File: config.mk
export PLATFORM = sky130hd
export DESIGN_NAME = pvs_sequencer
export DESIGN_NICKNAME = d
export VERILOG_FILES = /design/src/core/pvs_vid_stepper.v /design/src/core/pvs_sequencer.v
export VERILOG_INCLUDE_DIRS = /design/src /design/src/core
export SDC_FILE = /design/constraint.sdc
export NUM_CORES = 1
export LEC_CHECK = 0
export ABC_AREA = 1
export BUFFER_PORTS_ARGS = -buffer_cell sky130_fd_sc_hd__buf_4
export CAP_MARGIN = 20
export CORE_MARGIN = 2
export CORE_UTILIZATION = 30
export DETAILED_ROUTE_END_ITERATION = 12
export PLACE_DENSITY = 0.55
export SETUP_SLACK_MARGIN = 0.02
export SLEW_MARGIN = 0
export SYNTH_ARGS = -nofsm -noshare
export SYNTH_HDL_FRONTEND = slang
export SYNTH_SLANG_ARGS = --single-unit
File: constraint.sdc
create_clock -name mclk -period 6.2 [get_ports mclk]
set_input_delay 0.62 -clock mclk [delete_from_list [all_inputs] [get_ports mclk]]
set_output_delay 0.62 -clock mclk [all_outputs]
set_load 0.02 [all_outputs]
File: src/core/pvs_regs.vh
// Constants for the performance-state voltage/frequency sequencer
`ifndef PVS_REGS_VH
`define PVS_REGS_VH
`define PVS_VID_STEP_UV      12500
`define PVS_VID_SETTLE_NS    1000
`define PVS_CLK_PERIOD_NS    8
`define PVS_VID_SETTLE_CYC   ((`PVS_VID_SETTLE_NS + `PVS_CLK_PERIOD_NS - 1) / `PVS_CLK_PERIOD_NS)
`define PVS_RATIO_RESET      8'h0C
`define PVS_VID_RESET        8'h20
`define PVS_RATIO_MAX        8'h10
`endif

File: src/core/pvs_vid_stepper.v
// Steps the voltage code one unit at a time toward a target
`include "pvs_regs.vh"
module pvs_vid_stepper #(
    parameter W      = 8,
    parameter SETTLE = `PVS_VID_SETTLE_CYC
) (
    // Clock and reset
    input  wire         mclk,
    input  wire         rstn,
    input  wire         ce,
    // Control
    input  wire         go,
    input  wire [W-1:0] target,
    // Status
    output reg  [W-1:0] vid,
    output reg          done
);
    reg [15:0] settle;
    reg        active;

    always @(posedge mclk or negedge rstn) begin
        if (!rstn) begin
            vid    <= `PVS_VID_RESET;
            settle <= 16'h0000;
            active <= 1'b0;
            done   <= 1'b0;
        end else if (ce) begin
            done <= 1'b0;
            if (go && !active) begin
                active <= 1'b1;
                settle <= 16'h0000;
            end else if (active) begin
                if (settle != 16'h0000) begin
                    settle <= settle - 16'h0001;
                end else if (vid == target) begin
                    active <= 1'b0;
                    done   <= 1'b1;
                end else begin
                    // One 12.5 mV step per settle interval
                    if (target > vid) vid <= vid + 1'b1;
                    else vid <= vid - 1'b1;
                    settle <= SETTLE[15:0];
                end
            end
        end
    end
endmodule

File: src/core/pvs_sequencer.v
// Top of the performance-state voltage/frequency sequencer
`include "pvs_regs.vh"
module pvs_sequencer #(
    parameter RW        = 8,
    parameter VW        = 8,
    parameter RATIO_MAX = `PVS_RATIO_MAX
) (
    // Clock and reset
    input  wire          mclk,
    input  wire          rstn,
    input  wire          ce,
    // Operating-point request from the model specific register
    input  wire          req_valid,
    input  wire [RW-1:0] req_ratio,
    input  wire [VW-1:0] req_vid,
    // Core clock generator
    output reg  [RW-1:0] core_ratio,
    output reg           relock_req,
    input  wire          pll_lock,
    // Regulator
    output reg  [VW-1:0] voltage_id_code,
    // Status
    output reg           busy
);
    // State codes
    localparam S_IDLE  = 3'h0;
    localparam S_UPV   = 3'h1;
    localparam S_RELK  = 3'h2;
    localparam S_WAITL = 3'h3;
    localparam S_DNV   = 3'h4;

    // Sequence state and its next value
    reg [2:0]     state;
    reg [2:0]     next_state;
    reg           up;
    reg           next_up;
    reg [RW-1:0]  tgt_ratio;
    reg [RW-1:0]  next_tgt_ratio;
    reg [VW-1:0]  tgt_vid;
    reg [VW-1:0]  next_tgt_vid;
    reg           vgo;
    reg           next_vgo;

    // Next values of the outputs
    reg [RW-1:0]  next_core_ratio;
    reg           next_relock_req;
    reg           next_busy;

    // Lock synchroniser
    reg           lock_m;
    reg           lock_s;

    // Stepper status and request decode
    wire [VW-1:0] vid_now;
    wire          vdone;
    wire [RW-1:0] req_clamped;
    wire          req_rises;

    // Clamp to the rated maximum
    function [RW-1:0] clamp;
        input [RW-1:0] r;
        begin
            clamp = (r > RATIO_MAX[RW-1:0]) ? RATIO_MAX[RW-1:0] : r;
        end
    endfunction

    // Request above the ratio in force
    function rises;
        input [RW-1:0] want;
        input [RW-1:0] have;
        begin
            rises = (want > have);
        end
    endfunction

    assign req_clamped = clamp(req_ratio);
    assign req_rises   = rises(req_clamped, core_ratio);

    // Voltage code stepper
    pvs_vid_stepper #(
        .W      (VW),
        .SETTLE (`PVS_VID_SETTLE_CYC)
    ) u_step (
        .mclk   (mclk),
        .rstn   (rstn),
        .ce     (ce),
        .go     (vgo),
        .target (tgt_vid),
        .vid    (vid_now),
        .done   (vdone)
    );

    // Lock pin synchroniser; resets to locked so no false loss follows reset
    always @(posedge mclk or negedge rstn) begin
        if (!rstn) begin
            lock_m <= 1'b1;
            lock_s <= 1'b1;
        end else if (ce) begin
            lock_m <= pll_lock;
            lock_s <= lock_m;
        end
    end

    // Next-state and next-output decode
    always @* begin
        next_state      = state;
        next_up         = up;
        next_tgt_ratio  = tgt_ratio;
        next_tgt_vid    = tgt_vid;
        next_vgo        = 1'b0;
        next_core_ratio = core_ratio;
        next_relock_req = relock_req;
        next_busy       = busy;
        case (state)
            S_IDLE: begin
                // New target only taken while idle
                if (req_valid) begin
                    next_tgt_ratio = req_clamped;
                    next_tgt_vid   = req_vid;
                    next_busy      = 1'b1;
                    if (req_rises) begin
                        // Supply first, ratio afterwards
                        next_up    = 1'b1;
                        next_vgo   = 1'b1;
                        next_state = S_UPV;
                    end else begin
                        // Ratio first, supply afterwards
                        next_up    = 1'b0;
                        next_state = S_RELK;
                    end
                end
            end
            S_UPV: begin
                // Ratio held until the code reaches its target
                if (vdone) begin
                    next_state = S_RELK;
                end
            end
            S_RELK: begin
                // Present new ratio; ask for relock until lock drops
                next_core_ratio = tgt_ratio;
                next_relock_req = 1'b1;
                if (!lock_s) begin
                    next_relock_req = 1'b0;
                    next_state      = S_WAITL;
                end
            end
            S_WAITL: begin
                // Supply code untouched until lock returns
                if (lock_s) begin
                    if (up) begin
                        next_busy  = 1'b0;
                        next_state = S_IDLE;
                    end else begin
                        next_vgo   = 1'b1;
                        next_state = S_DNV;
                    end
                end
            end
            S_DNV: begin
                // Supply steps toward its target after the relock
                if (vdone) begin
                    next_busy  = 1'b0;
                    next_state = S_IDLE;
                end
            end
            default: begin
                next_state      = S_IDLE;
                next_relock_req = 1'b0;
                next_busy       = 1'b0;
            end
        endcase
    end

    // Sequence registers
    always @(posedge mclk or negedge rstn) begin
        if (!rstn) begin
            state <= S_IDLE;
            up    <= 1'b0;
            vgo   <= 1'b0;
        end else if (ce) begin
            state <= next_state;
            up    <= next_up;
            vgo   <= next_vgo;
        end
    end

    // Target point latched at the take
    always @(posedge mclk or negedge rstn) begin
        if (!rstn) begin
            tgt_ratio <= `PVS_RATIO_RESET;
            tgt_vid   <= `PVS_VID_RESET;
        end else if (ce) begin
            tgt_ratio <= next_tgt_ratio;
            tgt_vid   <= next_tgt_vid;
        end
    end

    // Bus clock is not an output; only ratio and supply code move
    always @(posedge mclk or negedge rstn) begin
        if (!rstn) begin
            core_ratio <= `PVS_RATIO_RESET;
            relock_req <= 1'b0;
        end else if (ce) begin
            core_ratio <= next_core_ratio;
            relock_req <= next_relock_req;
        end
    end

    // Supply code follows the stepper one cycle late
    always @(posedge mclk or negedge rstn) begin
        if (!rstn) begin
            voltage_id_code <= `PVS_VID_RESET;
        end else if (ce) begin
            voltage_id_code <= vid_now;
        end
    end

    // Busy from take to end of sequence
    always @(posedge mclk or negedge rstn) begin
        if (!rstn) begin
            busy <= 1'b0;
        end else if (ce) begin
            busy <= next_busy;
        end
    end
endmodule

After elaboration in Yosys (flattened, before gate mapping)

Cells that the tools add are included.

Flip-flop bits (word level): 67
Output and inout port bits: 18
Logic and storage cells: 86

Add/subtract/negate cells: 3
$lt $le $gt $ge: 3
Equal/unequal tests: 12
Muxes and demuxes: 34
Bitwise gates (word level): 5
Reductions and logical operators: 14

Operators by type and width:

| kind                                                  | number |
|---|---|
| two-way mux 16 bit                                    | 4 |
| two-way mux 3 bit                                     | 6 |
| two-way mux 1 bit                                     | 17 |
| > comparator 8 bit                                    | 2 |
| two-way mux 8 bit                                     | 2 |
| nonzero test 16 bit                                   | 1 |
| subtractor 16 x 1 -> 16 bit, second input constant    | 1 |
| one-hot mux 3 bit (5 select lines)                    | 1 |
| AND reduction 6 bit                                   | 2 |
| adder 8 x 1 -> 8 bit, second input constant           | 1 |
| == test 8 bit                                         | 1 |
| > comparator 8 x 5 -> 1 bit, second input constant    | 1 |
| inequality test 2 bit, second input constant          | 4 |
| subtractor 8 x 1 -> 8 bit, second input constant      | 1 |
| == test 3 x 2 -> 1 bit, second input constant         | 2 |
| AND reduction 3 bit                                   | 2 |
| NOT 1 bit                                             | 5 |
| AND reduction 5 bit                                   | 1 |
| inequality test 2 x 1 -> 1 bit, second input constant | 2 |
| one-hot mux 1 bit (2 select lines)                    | 2 |
| one-hot mux 1 bit (4 select lines)                    | 1 |
| AND reduction 2 bit                                   | 2 |
| OR reduction 4 bit                                    | 1 |
| == test 3 x 1 -> 1 bit, second input constant         | 1 |
| other kinds (8)                                       | 8 |

Longest topological paths before layout

Gate-level depths: netlist of run 1.

Depth after elaboration: 6
Depth in mapped cells: 21
Mapped depth without buffers: 21

Cells and area by module

Synthesis of run 1 repeated with hierarchy kept, for this count alone.

Cell total of the unflattened synthesis: 530
Area, all modules: 4155.2 um^2

Modules (own cells, without submodules):

| module          | times used | cells each | area each (um^2) | seq. area each (um^2) |
|---|---|---|---|---|
| pvs_vid_stepper | 1          | 289        | 2188.3           | 651.9 |
| pvs_sequencer   | 1          | 241        | 1966.9           | 1036.0 |

Worst setup path before layout of run 1

No wires, ideal clock.

Kind: reg2reg
Start: register u_step.vid[5]
End: register u_step.vid[7]
Data arrival time: 2354 ps
Required time: 6083 ps
Slack: 3729 ps
Stages on the path, launching flop included: 16
Period minus slack after synthesis: 2471 ps
Cell sequence: dfstp_2 inv_1 ha_1 nand2_1 nor2_1 nand4_1 nand2_1 ha_1 a21oi_1 nand2_1 a21oi_1 inv_1 nand2_1 nand3_1 nand2_1 nand2_1

Longest elaborated chain between the ends: 3
Elaborated cells between the ends (all ways): 7

RTL lines:

| element                                                           | line                 | source |
|---|---|---|
| start, declared                                                   | pvs_vid_stepper.v:15 | `output reg [W-1:0] vid,` |
| start signal, assigned                                            | pvs_vid_stepper.v:23 | `` vid <= `PVS_VID_RESET; `` |
| start signal, assigned                                            | pvs_vid_stepper.v:40 | `if (target > vid) vid <= vid + 1'b1;` |
| start signal, assigned                                            | pvs_vid_stepper.v:41 | `else vid <= vid - 1'b1;` |
| branches (longest 3 deep; another with subtractor 8 x 1 -> 8 bit) | -                    |  |

Several ways; the timed one is not identified.
A chain may end at the register's enable or synchronous reset.

Worst setup path in the final report of run 1

Ends and elaborated chain as after synthesis.

==> results of run 1 <==
==> worst max-delay path, cell delays in order (launching register included) <==
cell,delay (ns)
sky130_fd_sc_hd__dfstp_2,0.54
sky130_fd_sc_hd__inv_1,0.06
sky130_fd_sc_hd__ha_1,0.29
sky130_fd_sc_hd__nand2_1,0.06
sky130_fd_sc_hd__nor2_1,0.12
sky130_fd_sc_hd__nand4_1,0.18
sky130_fd_sc_hd__nand2_1,0.31
sky130_fd_sc_hd__ha_1,0.36
sky130_fd_sc_hd__a21oi_1,0.17
sky130_fd_sc_hd__nand2_1,0.11
sky130_fd_sc_hd__a21oi_1,0.19
sky130_fd_sc_hd__inv_1,0.06
sky130_fd_sc_hd__nand2_1,0.08
sky130_fd_sc_hd__nand3_1,0.08
sky130_fd_sc_hd__nand2_1,0.06
sky130_fd_sc_hd__nand2_1,0.04
==> cells in the mapped netlist (all sizes together), types with 2 or more instances <==
cell type | count | area (um2)
nand2 | 164 | 636
inv | 73 | 277
dfrtp | 58 | 1450
nor2 | 53 | 248
nand3 | 44 | 225
o21ai | 40 | 204
ha | 24 | 300
a21oi | 19 | 95.1
buf | 9 | 53.8
dfstp | 9 | 236
nand4 | 6 | 37.5
xor2 | 5 | 43.8
nor3 | 4 | 30.0
xnor2 | 4 | 35.0
a21o | 2 | 15.0
o22ai | 2 | 18.8
or2 | 2 | 12.5
==> power groups by stage <==
stage | clock network [mW] | registers, mW | logic [mW]
final | 0.479 | 0.770 | 1.39
after global routing | 0.512 | 0.797 | 1.62
after CTS | 0.494 | 0.772 | 1.40
after detailed placement | 0 | 0.776 | 1.40
after global placement | 0 | 0.773 | 1.37
after floorplan | 0 | 0.799 | 1.03
==> worst max-delay path by stage <==
stage,cells after the start,to
after CTS,15,u_step.vid[7]
final,15,u_step.vid[7]
after global routing,15,u_step.vid[7]
after detailed placement,15,u_step.vid[7]
after global placement,15,u_step.vid[7]
after floorplan,15,u_step.vid[7]
==> placed cells by master, fill, tap and decap left out, types with 2 or more instances in the layout <==
| master | instances |
|---|---|
| sky130_fd_sc_hd__xnor2_1 | 4 |
| sky130_fd_sc_hd__conb_1 | 3 |
| sky130_fd_sc_hd__a21oi_1 | 19 |
| sky130_fd_sc_hd__nor3_1 | 2 |
| sky130_fd_sc_hd__nand2_4 | 2 |
| sky130_fd_sc_hd__nor3_2 | 2 |
| sky130_fd_sc_hd__xor2_1 | 5 |
| sky130_fd_sc_hd__o21ai_0 | 35 |
| sky130_fd_sc_hd__nor2_2 | 4 |
| sky130_fd_sc_hd__nand4_1 | 6 |
| sky130_fd_sc_hd__nand2_1 | 160 |
| sky130_fd_sc_hd__buf_4 | 38 |
| sky130_fd_sc_hd__or2_2 | 2 |
| sky130_fd_sc_hd__nand2_2 | 2 |
| sky130_fd_sc_hd__dfrtp_1 | 58 |
| sky130_fd_sc_hd__nor2_4 | 3 |
| sky130_fd_sc_hd__dfstp_2 | 9 |
| sky130_fd_sc_hd__clkbuf_16 | 9 |
| sky130_fd_sc_hd__o21ai_1 | 4 |
| sky130_fd_sc_hd__inv_1 | 71 |
| sky130_fd_sc_hd__ha_1 | 24 |
| sky130_fd_sc_hd__a21o_1 | 2 |
| sky130_fd_sc_hd__nor2_1 | 45 |
| sky130_fd_sc_hd__clkinvlp_4 | 2 |
| sky130_fd_sc_hd__nand3_1 | 43 |
==> kinds of logic (layout without fill, tap and decap cells) <==
logic type               Yosys count  count (layout)  synth area share
AO/OA/AOI/OAI                     67              67            0.0905
XOR/XNOR                           9               9            0.0197
adder cells (fa/ha/maj)           25              25            0.0802
buffers and inverters             84             128            0.0845
flip-flops                        67              67             0.422
multiplexers                       1               1           0.00282
other                              1               3          0.000938
AND/OR/NAND/NOR                  274             274             0.299
==> registers in the layout (all words and copies together), names as in the netlist <==
signal,count
u_step.vid,8
up,1
u_step.active,1
lock_s,1
tgt_ratio,8
tgt_vid,8
u_step.settle,16
state,3
u_step.done,1
busy,1
relock_req,1
lock_m,1
voltage_id_code,8
core_ratio,8
vgo,1
==> routing by layer <==
layer  track usage  vias up  share of wire
met3        0.0302        8          0.031
li1              -     1757              -
met5             0        -              0
met4        0.0441        0          0.014
met1         0.179     1514           0.50
met2         0.209       43           0.46
==> cell type report <==
type	instances	area, um2	area share
Multi-Input combinational cell	379	1980	0.418
Sequential cell	67	1690	0.357
Timing Repair Buffer	38	285	0.0603
Inverter	74	280	0.0592
Clock buffer	11	243	0.0513
Tap cell	176	220	0.0465
Clock inverter	5	37.5	0.00793
==> stage by stage <==
stage / worst slack (ns) / area (um2) / power (mW)
after floorplan: 3.73 / 4000 / 1.83
after global placement: 3.51 / 4450 / 2.15
after detailed placement: 3.40 / 4450 / 2.17
after CTS: 3.39 / 4730 / 2.67
after global routing: 3.01 / 4730 / 2.93
final: 3.39 / 4730 / 2.64
==> impl_results.rst, run 1 <==
.. list-table::
   :header-rows: 1

   * - Metric
     - Value
   * - Detail Route Antenna Nets
     - 0
   * - Capturing point of the worst reg2reg path
     - u_step.vid[7]
   * - Net switching component of the power
     - 1.19 mW
   * - Top Ports
     - 39
   * - Largest driver fanout on the critical path
     - 8
   * - Result of the run
     - completed
   * - Initial antenna violation count
     - 0
   * - Maximum root-to-sink buffer count
     - 2
   * - Num Clock Sinks
     - 67
   * - Final worst hold slack
     - 0.396 ns
   * - Initial cell density of the core
     - 0.304
   * - Num CTS Buffers
     - 9
   * - Detailed-route via count
     - 3322
   * - Cell at the root of the clock tree
     - sky130_fd_sc_hd__clkbuf_16
   * - Fraction of power consumed by sequential logic
     - 0.292
   * - HP Class
     - input pin to async pin
   * - Worst R2R Start
     - u_step.vid[5]
   * - Post-layout instance count excluding filler cells
     - 750
   * - Initial DRC count
     - 132
   * - Fraction of the cycle the final worst path needs
     - 0.452
   * - X dimension of the die
     - 119 um
   * - Share of final-layout standard cells stronger than drive strength 1
     - 0.146
   * - Via count of the first global-routing pass
     - 3199
   * - Final setup violating endpoints
     - 0
   * - Sequential area share after synthesis
     - 0.422
   * - Relative contribution of combinational cells to total power
     - 0.527
   * - First element of the critical path
     - u_step.vid[5]
   * - Residual overflow from global routing
     - 0
   * - Setup TNS
     - 0 ns
   * - Number of rows created at floorplan
     - 42
   * - Share of total power consumed by net switching
     - 0.452
   * - Area inside the core boundary
     - 13100 um2
   * - Unrepaired setup endpoints after global routing
     - no
   * - Distinct cells, synth
     - 41
   * - Minimum clock period
     - 2.81 ns
   * - Share of the core filled with cells in the final layout
     - 0.360
   * - Max Cap Viol
     - 0
   * - Avg Cell Area, Syn
     - 7.57 um2
   * - Category of the worst setup path launch point
     - flop
   * - CTS tree
     - built
   * - Worst Skew
     - 0.0102 ns
   * - Number of filler instances in the final layout
     - 1397
   * - Maximum frequency from static timing analysis
     - 356 MHz
   * - Number of inserted diodes
     - 0
   * - Post-synth EDFFs
     - 0
   * - Type of the worst setup path
     - flop to flop
   * - Count of cells resized by post-cts repair
     - 0
   * - Leakage
     - 2.49 nW
   * - Max-Slew Margin vs Limit
     - 0.432
   * - Placed cell count
     - 734
   * - DR WL/cell
     - 11.7 um
   * - Top FF cell, synth
     - sky130_fd_sc_hd__dfrtp_1
   * - Crit path required time
     - 6.43 ns
   * - Net count of the finished layout
     - 615
   * - Ratio of total power to cell area
     - 558 nW/um2
   * - Fraction of registers with async set/reset
     - 1.00
   * - Actual transition at the worst max-transition pin
     - 0.852 ns
   * - Weighted congestion at the end of routability-driven global placement
     - 0.871
   * - Number of buffers inserted by post-CTS setup repair
     - 0
   * - Number of buffers inserted for hold repair after clock tree synthesis
     - 0
   * - Int Pwr
     - 1.45 mW
   * - Die Outline Area
     - 14300 um2
   * - Number of warnings printed during yosys synthesis
     - 0
   * - Drt drc
     - 0
   * - Hold Fails Final Rpt
     - 0
   * - Count of final max-slew check failures
     - 0
   * - Syn Std Cell Area
     - 4000 um2
   * - Layout overhead on the synthesized area
     - 18.4%
   * - PortBufs
     - 38
   * - Share of total power in the clock network
     - 0.181
   * - Height of the die
     - 119 um
   * - Number of levels the H-tree was split into
     - 3
   * - Vias per cell
     - 4.43
   * - Cell depth of the worst flop-to-flop path
     - 15
   * - Worst-Skew Late Latency
     - 0.34 ns
   * - Maximum number of pins on one net before global-route repair
     - 68
   * - Number of cells produced by synthesis
     - 528
   * - Clock slew at the register clock pins of the worst setup and hold paths
     - 0.06 ns
   * - Worst EP arrival
     - 3.04 ns
   * - First-pass GRT wire length
     - 15.2 mm
   * - Worst vdd ir
     - 0.213 mV
   * - Drt first pass iters
     - 4
   * - Total detailed-routing wirelength
     - 8.78 mm
   * - R2R Setup Slk
     - 3.39 ns
   * - Post-DP HPWL
     - 6.42 mm
   * - Global-route usage over all layers
     - 0.132
   * - Critical Path End Type
     - flop
   * - Yosys reg bits
     - 67
Power figures use the tool's default switching activity.
==> run 2, diff against run 1 <==
--- a/config.mk
+++ b/config.mk
@@ -6,7 +6,7 @@
 export SDC_FILE = /design/constraint.sdc
 export NUM_CORES = 1
 export LEC_CHECK = 0
-export ABC_AREA = 1
+export ABC_AREA = 0
 export BUFFER_PORTS_ARGS = -buffer_cell sky130_fd_sc_hd__buf_4
 export CAP_MARGIN = 20
 export CORE_MARGIN = 2
==> constraint.sdc (replaced) <==
create_clock -name mclk -period 2.6 [get_ports mclk]
set_input_delay 0.26 -clock mclk [delete_from_list [all_inputs] [get_ports mclk]]
set_output_delay 0.26 -clock mclk [all_outputs]
set_load 0.02 [all_outputs]
==> run 2 against run 1 <==
Against the previous run:
- the flow now finishes with violations (setup timing)
- area after synthesis shrank 10%
- non-clock buffer count grew 32
- via count shrank 16%
- register-to-register slack lost 3.7 ns
- setup slack lost 3.7 ns
- sequential power grew 120%
- core utilization grew 4.7 points
- flip-flop and latch count is the same
- combinational power grew 110%
- critical path depth shrank 2
- worst hold slack lost 0.36 ns
- global-route usage shrank 0.37 points
- critical endpoint unchanged
==> impl_results.rst, run 2 <==
.. list-table::
   :header-rows: 1

   * - Metric
     - Value
   * - Cell at the root of the clock tree
     - sky130_fd_sc_hd__clkbuf_16
   * - Yosys top cell by area
     - sky130_fd_sc_hd__dfrtp_1
   * - Detailed-route via count
     - 2794 (-16%)
   * - Cell Area, Placed
     - 4290 um2 (-3.7%)
   * - Result of the run
     - complete, but fails checks
   * - PortBufs
     - 38 (unchanged)
   * - Worst-Skew Late Latency
     - 0.33 ns (about the same)
   * - Fraction of registers with async set/reset
     - 1.00 (unchanged)
   * - Cell depth of the worst flop-to-flop path
     - 13 (-2)
   * - Layout overhead on the synthesized area
     - 31.1%
   * - DR WL/cell
     - 13.3 um (+14%)
   * - Number of cells produced by synthesis
     - 363 (-31%)
   * - Sequential area share after synthesis
     - 0.470 (+0.0478)
   * - Violations in the final reports
     - setup timing
   * - Final worst-path setup slack
     - -0.283 ns (-3.68 ns)
   * - Commonest non-fill, non-tap cells in the layout
     - sky130_fd_sc_hd__buf_4 (69), sky130_fd_sc_hd__dfrtp_1 (58), sky130_fd_sc_hd__nand2_1 (44)
   * - Max Cap Viol
     - 0 (unchanged)
   * - Setup TNS
     - -0.619 ns (-0.619 ns)
   * - Fraction of the cycle the final worst path needs
     - 1.11 (+0.656)
   * - Share of final-layout standard cells stronger than drive strength 1
     - 0.306 (+0.160)
   * - Distinct cells, synth
     - 52 (+27%)
   * - Die Outline Area
     - 12900 um2 (-9.8%)
   * - Initial DRC count
     - 84 (-36%)
   * - Worst EP arrival
     - 3.14 ns (+0.10 ns)
   * - Final worst hold slack
     - 0.0357 ns (-0.360 ns)
   * - Height of the die
     - 113 um (-5.0%)
   * - Weighted congestion at the end of routability-driven global placement
     - 0.798 (-8.4%)
   * - Minimum clock period
     - 2.88 ns (+0.0779 ns)
   * - Number of warnings printed during yosys synthesis
     - 0 (unchanged)
   * - Maximum frequency from static timing analysis
     - 347 MHz (-2.7%)
   * - Leading cell types by total area after synthesis
     - sky130_fd_sc_hd__dfrtp_1 (40%), sky130_fd_sc_hd__ha_1 (8.4%), sky130_fd_sc_hd__dfstp_2 (6.6%)
   * - Post-place setup slack
     - -0.286 ns (-3.69 ns)
   * - Avg Cell Area, Syn
     - 9.89 um2 (+31%)
   * - Cell with the most instances after synthesis
     - sky130_fd_sc_hd__dfrtp_1
   * - Post-synth EDFFs
     - 0 (unchanged)
   * - Area share of the largest cell type after synthesis
     - 0.404 (+0.0411)
   * - Top FF cell, synth
     - sky130_fd_sc_hd__dfrtp_1
   * - Unrepaired setup endpoints after global routing
     - yes
   * - Worst R2R Start
     - u_step.vid[5]
   * - Category of the worst setup path launch point
     - flop
   * - Area inside the core boundary
     - 11600 um2 (-12%)
   * - Via count of the first global-routing pass
     - 2776 (-13%)
   * - Crit path required time
     - 2.85 ns (-3.58 ns)
   * - Actual transition at the worst max-transition pin
     - 0.888 ns (+0.0361 ns)
   * - Leakage
     - 2.15 nW (-14%)
   * - Total detailed-routing wirelength
     - 7.77 mm (-12%)
   * - Yosys reg bits
     - 67 (unchanged)
   * - Num Clock Sinks
     - 67 (unchanged)
   * - Ratio of total power to cell area
     - 1270 nW/um2 (+130%)
   * - Drt first pass iters
     - 4 (unchanged)
   * - Design Power
     - 5.97 mW (+130%)
   * - Clock slew at the register clock pins of the worst setup and hold paths
     - 0.06 ns (about the same)
   * - R2R Setup Slk
     - -0.28 ns (-3.68 ns)
   * - CTS tree
     - built
   * - Worst Skew
     - 0.00790 ns (-0.00229 ns)
   * - Commonest non-fill, non-tap cell in the layout
     - sky130_fd_sc_hd__buf_4
   * - Register with the highest flop count
     - u_step.settle
   * - Placed cell count
     - 564 (-23%)
   * - Worst vdd ir
     - 0.750 mV (+250%)
   * - Critical Path End Type
     - flop
   * - Vias per cell
     - 4.78 (+8.0%)
   * - Drt drc
     - 0 (unchanged)
   * - Share of the core filled with cells in the final layout
     - 0.407 (+0.0468)
   * - Post-layout instance count excluding filler cells
     - 584 (-22%)
   * - Top Ports
     - 39 (unchanged)
   * - Capturing point of the worst reg2reg path
     - u_step.vid[7]
   * - Final cell area excluding filler cells
     - 4710 um2 (-0.53%)
   * - Net count of the finished layout
     - 482 (-22%)
   * - Syn Std Cell Area
     - 3590 um2 (-10%)
   * - Number of buffers inserted for hold repair after clock tree synthesis
     - 0 (unchanged)
   * - Final setup violating endpoints
     - 3 (+3)
   * - Global-route usage over all layers
     - 0.128 (-0.00368)
   * - Max-Slew Margin vs Limit
     - 0.408 (-0.0241)
   * - Largest register FFs
     - 16 (unchanged)
   * - First-pass GRT wire length
     - 13.2 mm (-13%)
   * - Count of final max-slew check failures
     - 0 (unchanged)
   * - Detail Route Antenna Nets
     - 0 (unchanged)
   * - Num CTS Buffers
     - 9 (unchanged)
   * - Maximum number of pins on one net before global-route repair
     - 68 (unchanged)
   * - Hold Fails Final Rpt
     - 0 (unchanged)
   * - Initial cell density of the core
     - 0.310 (+0.00621)
   * - Type of the worst setup path
     - flop to flop
   * - Number of rows created at floorplan
     - 39 (-7.1%)
   * - X dimension of the die
     - 113 um (-5.0%)
   * - Largest driver fanout on the critical path
     - 6 (-2)
   * - Maximum root-to-sink buffer count
     - 2 (unchanged)
   * - HP Class
     - input pin to async pin
   * - Number of inserted diodes
     - 0 (unchanged)
   * - Residual overflow from global routing
     - 0 (unchanged)
   * - Most instantiated cells after synthesis
     - sky130_fd_sc_hd__dfrtp_1 (58), sky130_fd_sc_hd__nand2_1 (44), sky130_fd_sc_hd__nor2_1 (35)
   * - Number of levels the H-tree was split into
     - 3 (unchanged)
   * - Post-DP HPWL
     - 5.56 mm (-13%)
   * - Initial antenna violation count
     - 0 (unchanged)
## run 2: cell types whose count changed after synthesis, sizes merged, moves of 8 or more
cell / previous run / this run
nand3: 44 / 7
nor2: 53 / 35
mux2: 1 / 16
o21ai: 40 / 24
inv: 73 / 25
and2: 0 / 8
nand2: 164 / 45
## run 2: cell families after synthesis
logic type | count (synthesis) | synth area share
XOR/XNOR | 16 | 0.0390
buffers and inverters | 35 | 0.0390
AO/OA/AOI/OAI | 72 | 0.128
multiplexers | 17 | 0.0530
AND/OR/NAND/NOR | 130 | 0.181
other | 1 | 0.00104
adder cells (fa/ha/maj) | 25 | 0.0892
flip-flops | 67 | 0.470
## run 2: cell type report
| cell class | instances | area [um2] |
|---|---|---|
| Fill cell | 1119 | 6860 |
| Multi-Input combinational cell | 263 | 1890 |
| Sequential cell | 67 | 1690 |
| Timing Repair Buffer | 70 | 529 |
| Clock buffer | 12 | 256 |
| Tap cell | 143 | 179 |
| Inverter | 25 | 93.8 |
| Clock inverter | 4 | 72.6 |
## run 2: worst max-delay path, cell delays in order, from the launching register on
cell	delay (ns)
sky130_fd_sc_hd__dfstp_2	0.53
sky130_fd_sc_hd__inv_2	0.05
sky130_fd_sc_hd__ha_4	0.25
sky130_fd_sc_hd__nand4_1	0.16
sky130_fd_sc_hd__nor2_4	0.17
sky130_fd_sc_hd__a21oi_2	0.07
sky130_fd_sc_hd__nor2_4	0.30
sky130_fd_sc_hd__ha_4	0.26
sky130_fd_sc_hd__a21oi_2	0.13
sky130_fd_sc_hd__o211ai_1	0.14
sky130_fd_sc_hd__o41a_1	0.36
sky130_fd_sc_hd__o21a_1	0.12
sky130_fd_sc_hd__o21ai_1	0.15
sky130_fd_sc_hd__xnor2_1	0.13
## run 2: worst max path at each step
stage | start | to | cells past startpoint
after floorplan | u_step.vid[5] | u_step.vid[7] | 13
after global placement | u_step.vid[5] | u_step.vid[7] | 12
after detailed placement | u_step.vid[5] | u_step.vid[7] | 12
after CTS | u_step.vid[5] | u_step.vid[7] | 13
after global routing | u_step.vid[5] | u_step.vid[7] | 13
final | u_step.vid[5] | u_step.vid[7] | 13
## run 2: what timing repair did
action                     4_1_cts  5_1_grt
setup endpoints to repair        3        5
pin swaps                        2       10
resized for setup                2        8
hold endpoints to repair         0        0
setup buffers                    1        3
## run 2: report_power, final
group          internal (mW)  switching [mW]  leakage (nW)
Sequential              1.44           0.293         0.821
Clock                  0.890           0.440         0.159
Combinational           1.47            1.44          1.17
Total                   3.80            2.17          2.15
## run 2: per-layer routing
layer / share of wire / GRT usage
met1: 0.48 / 0.170
met4: 0.012 / 0.0439
met3: 0.024 / 0.0308
met2: 0.48 / 0.208
met5: 0 / 0
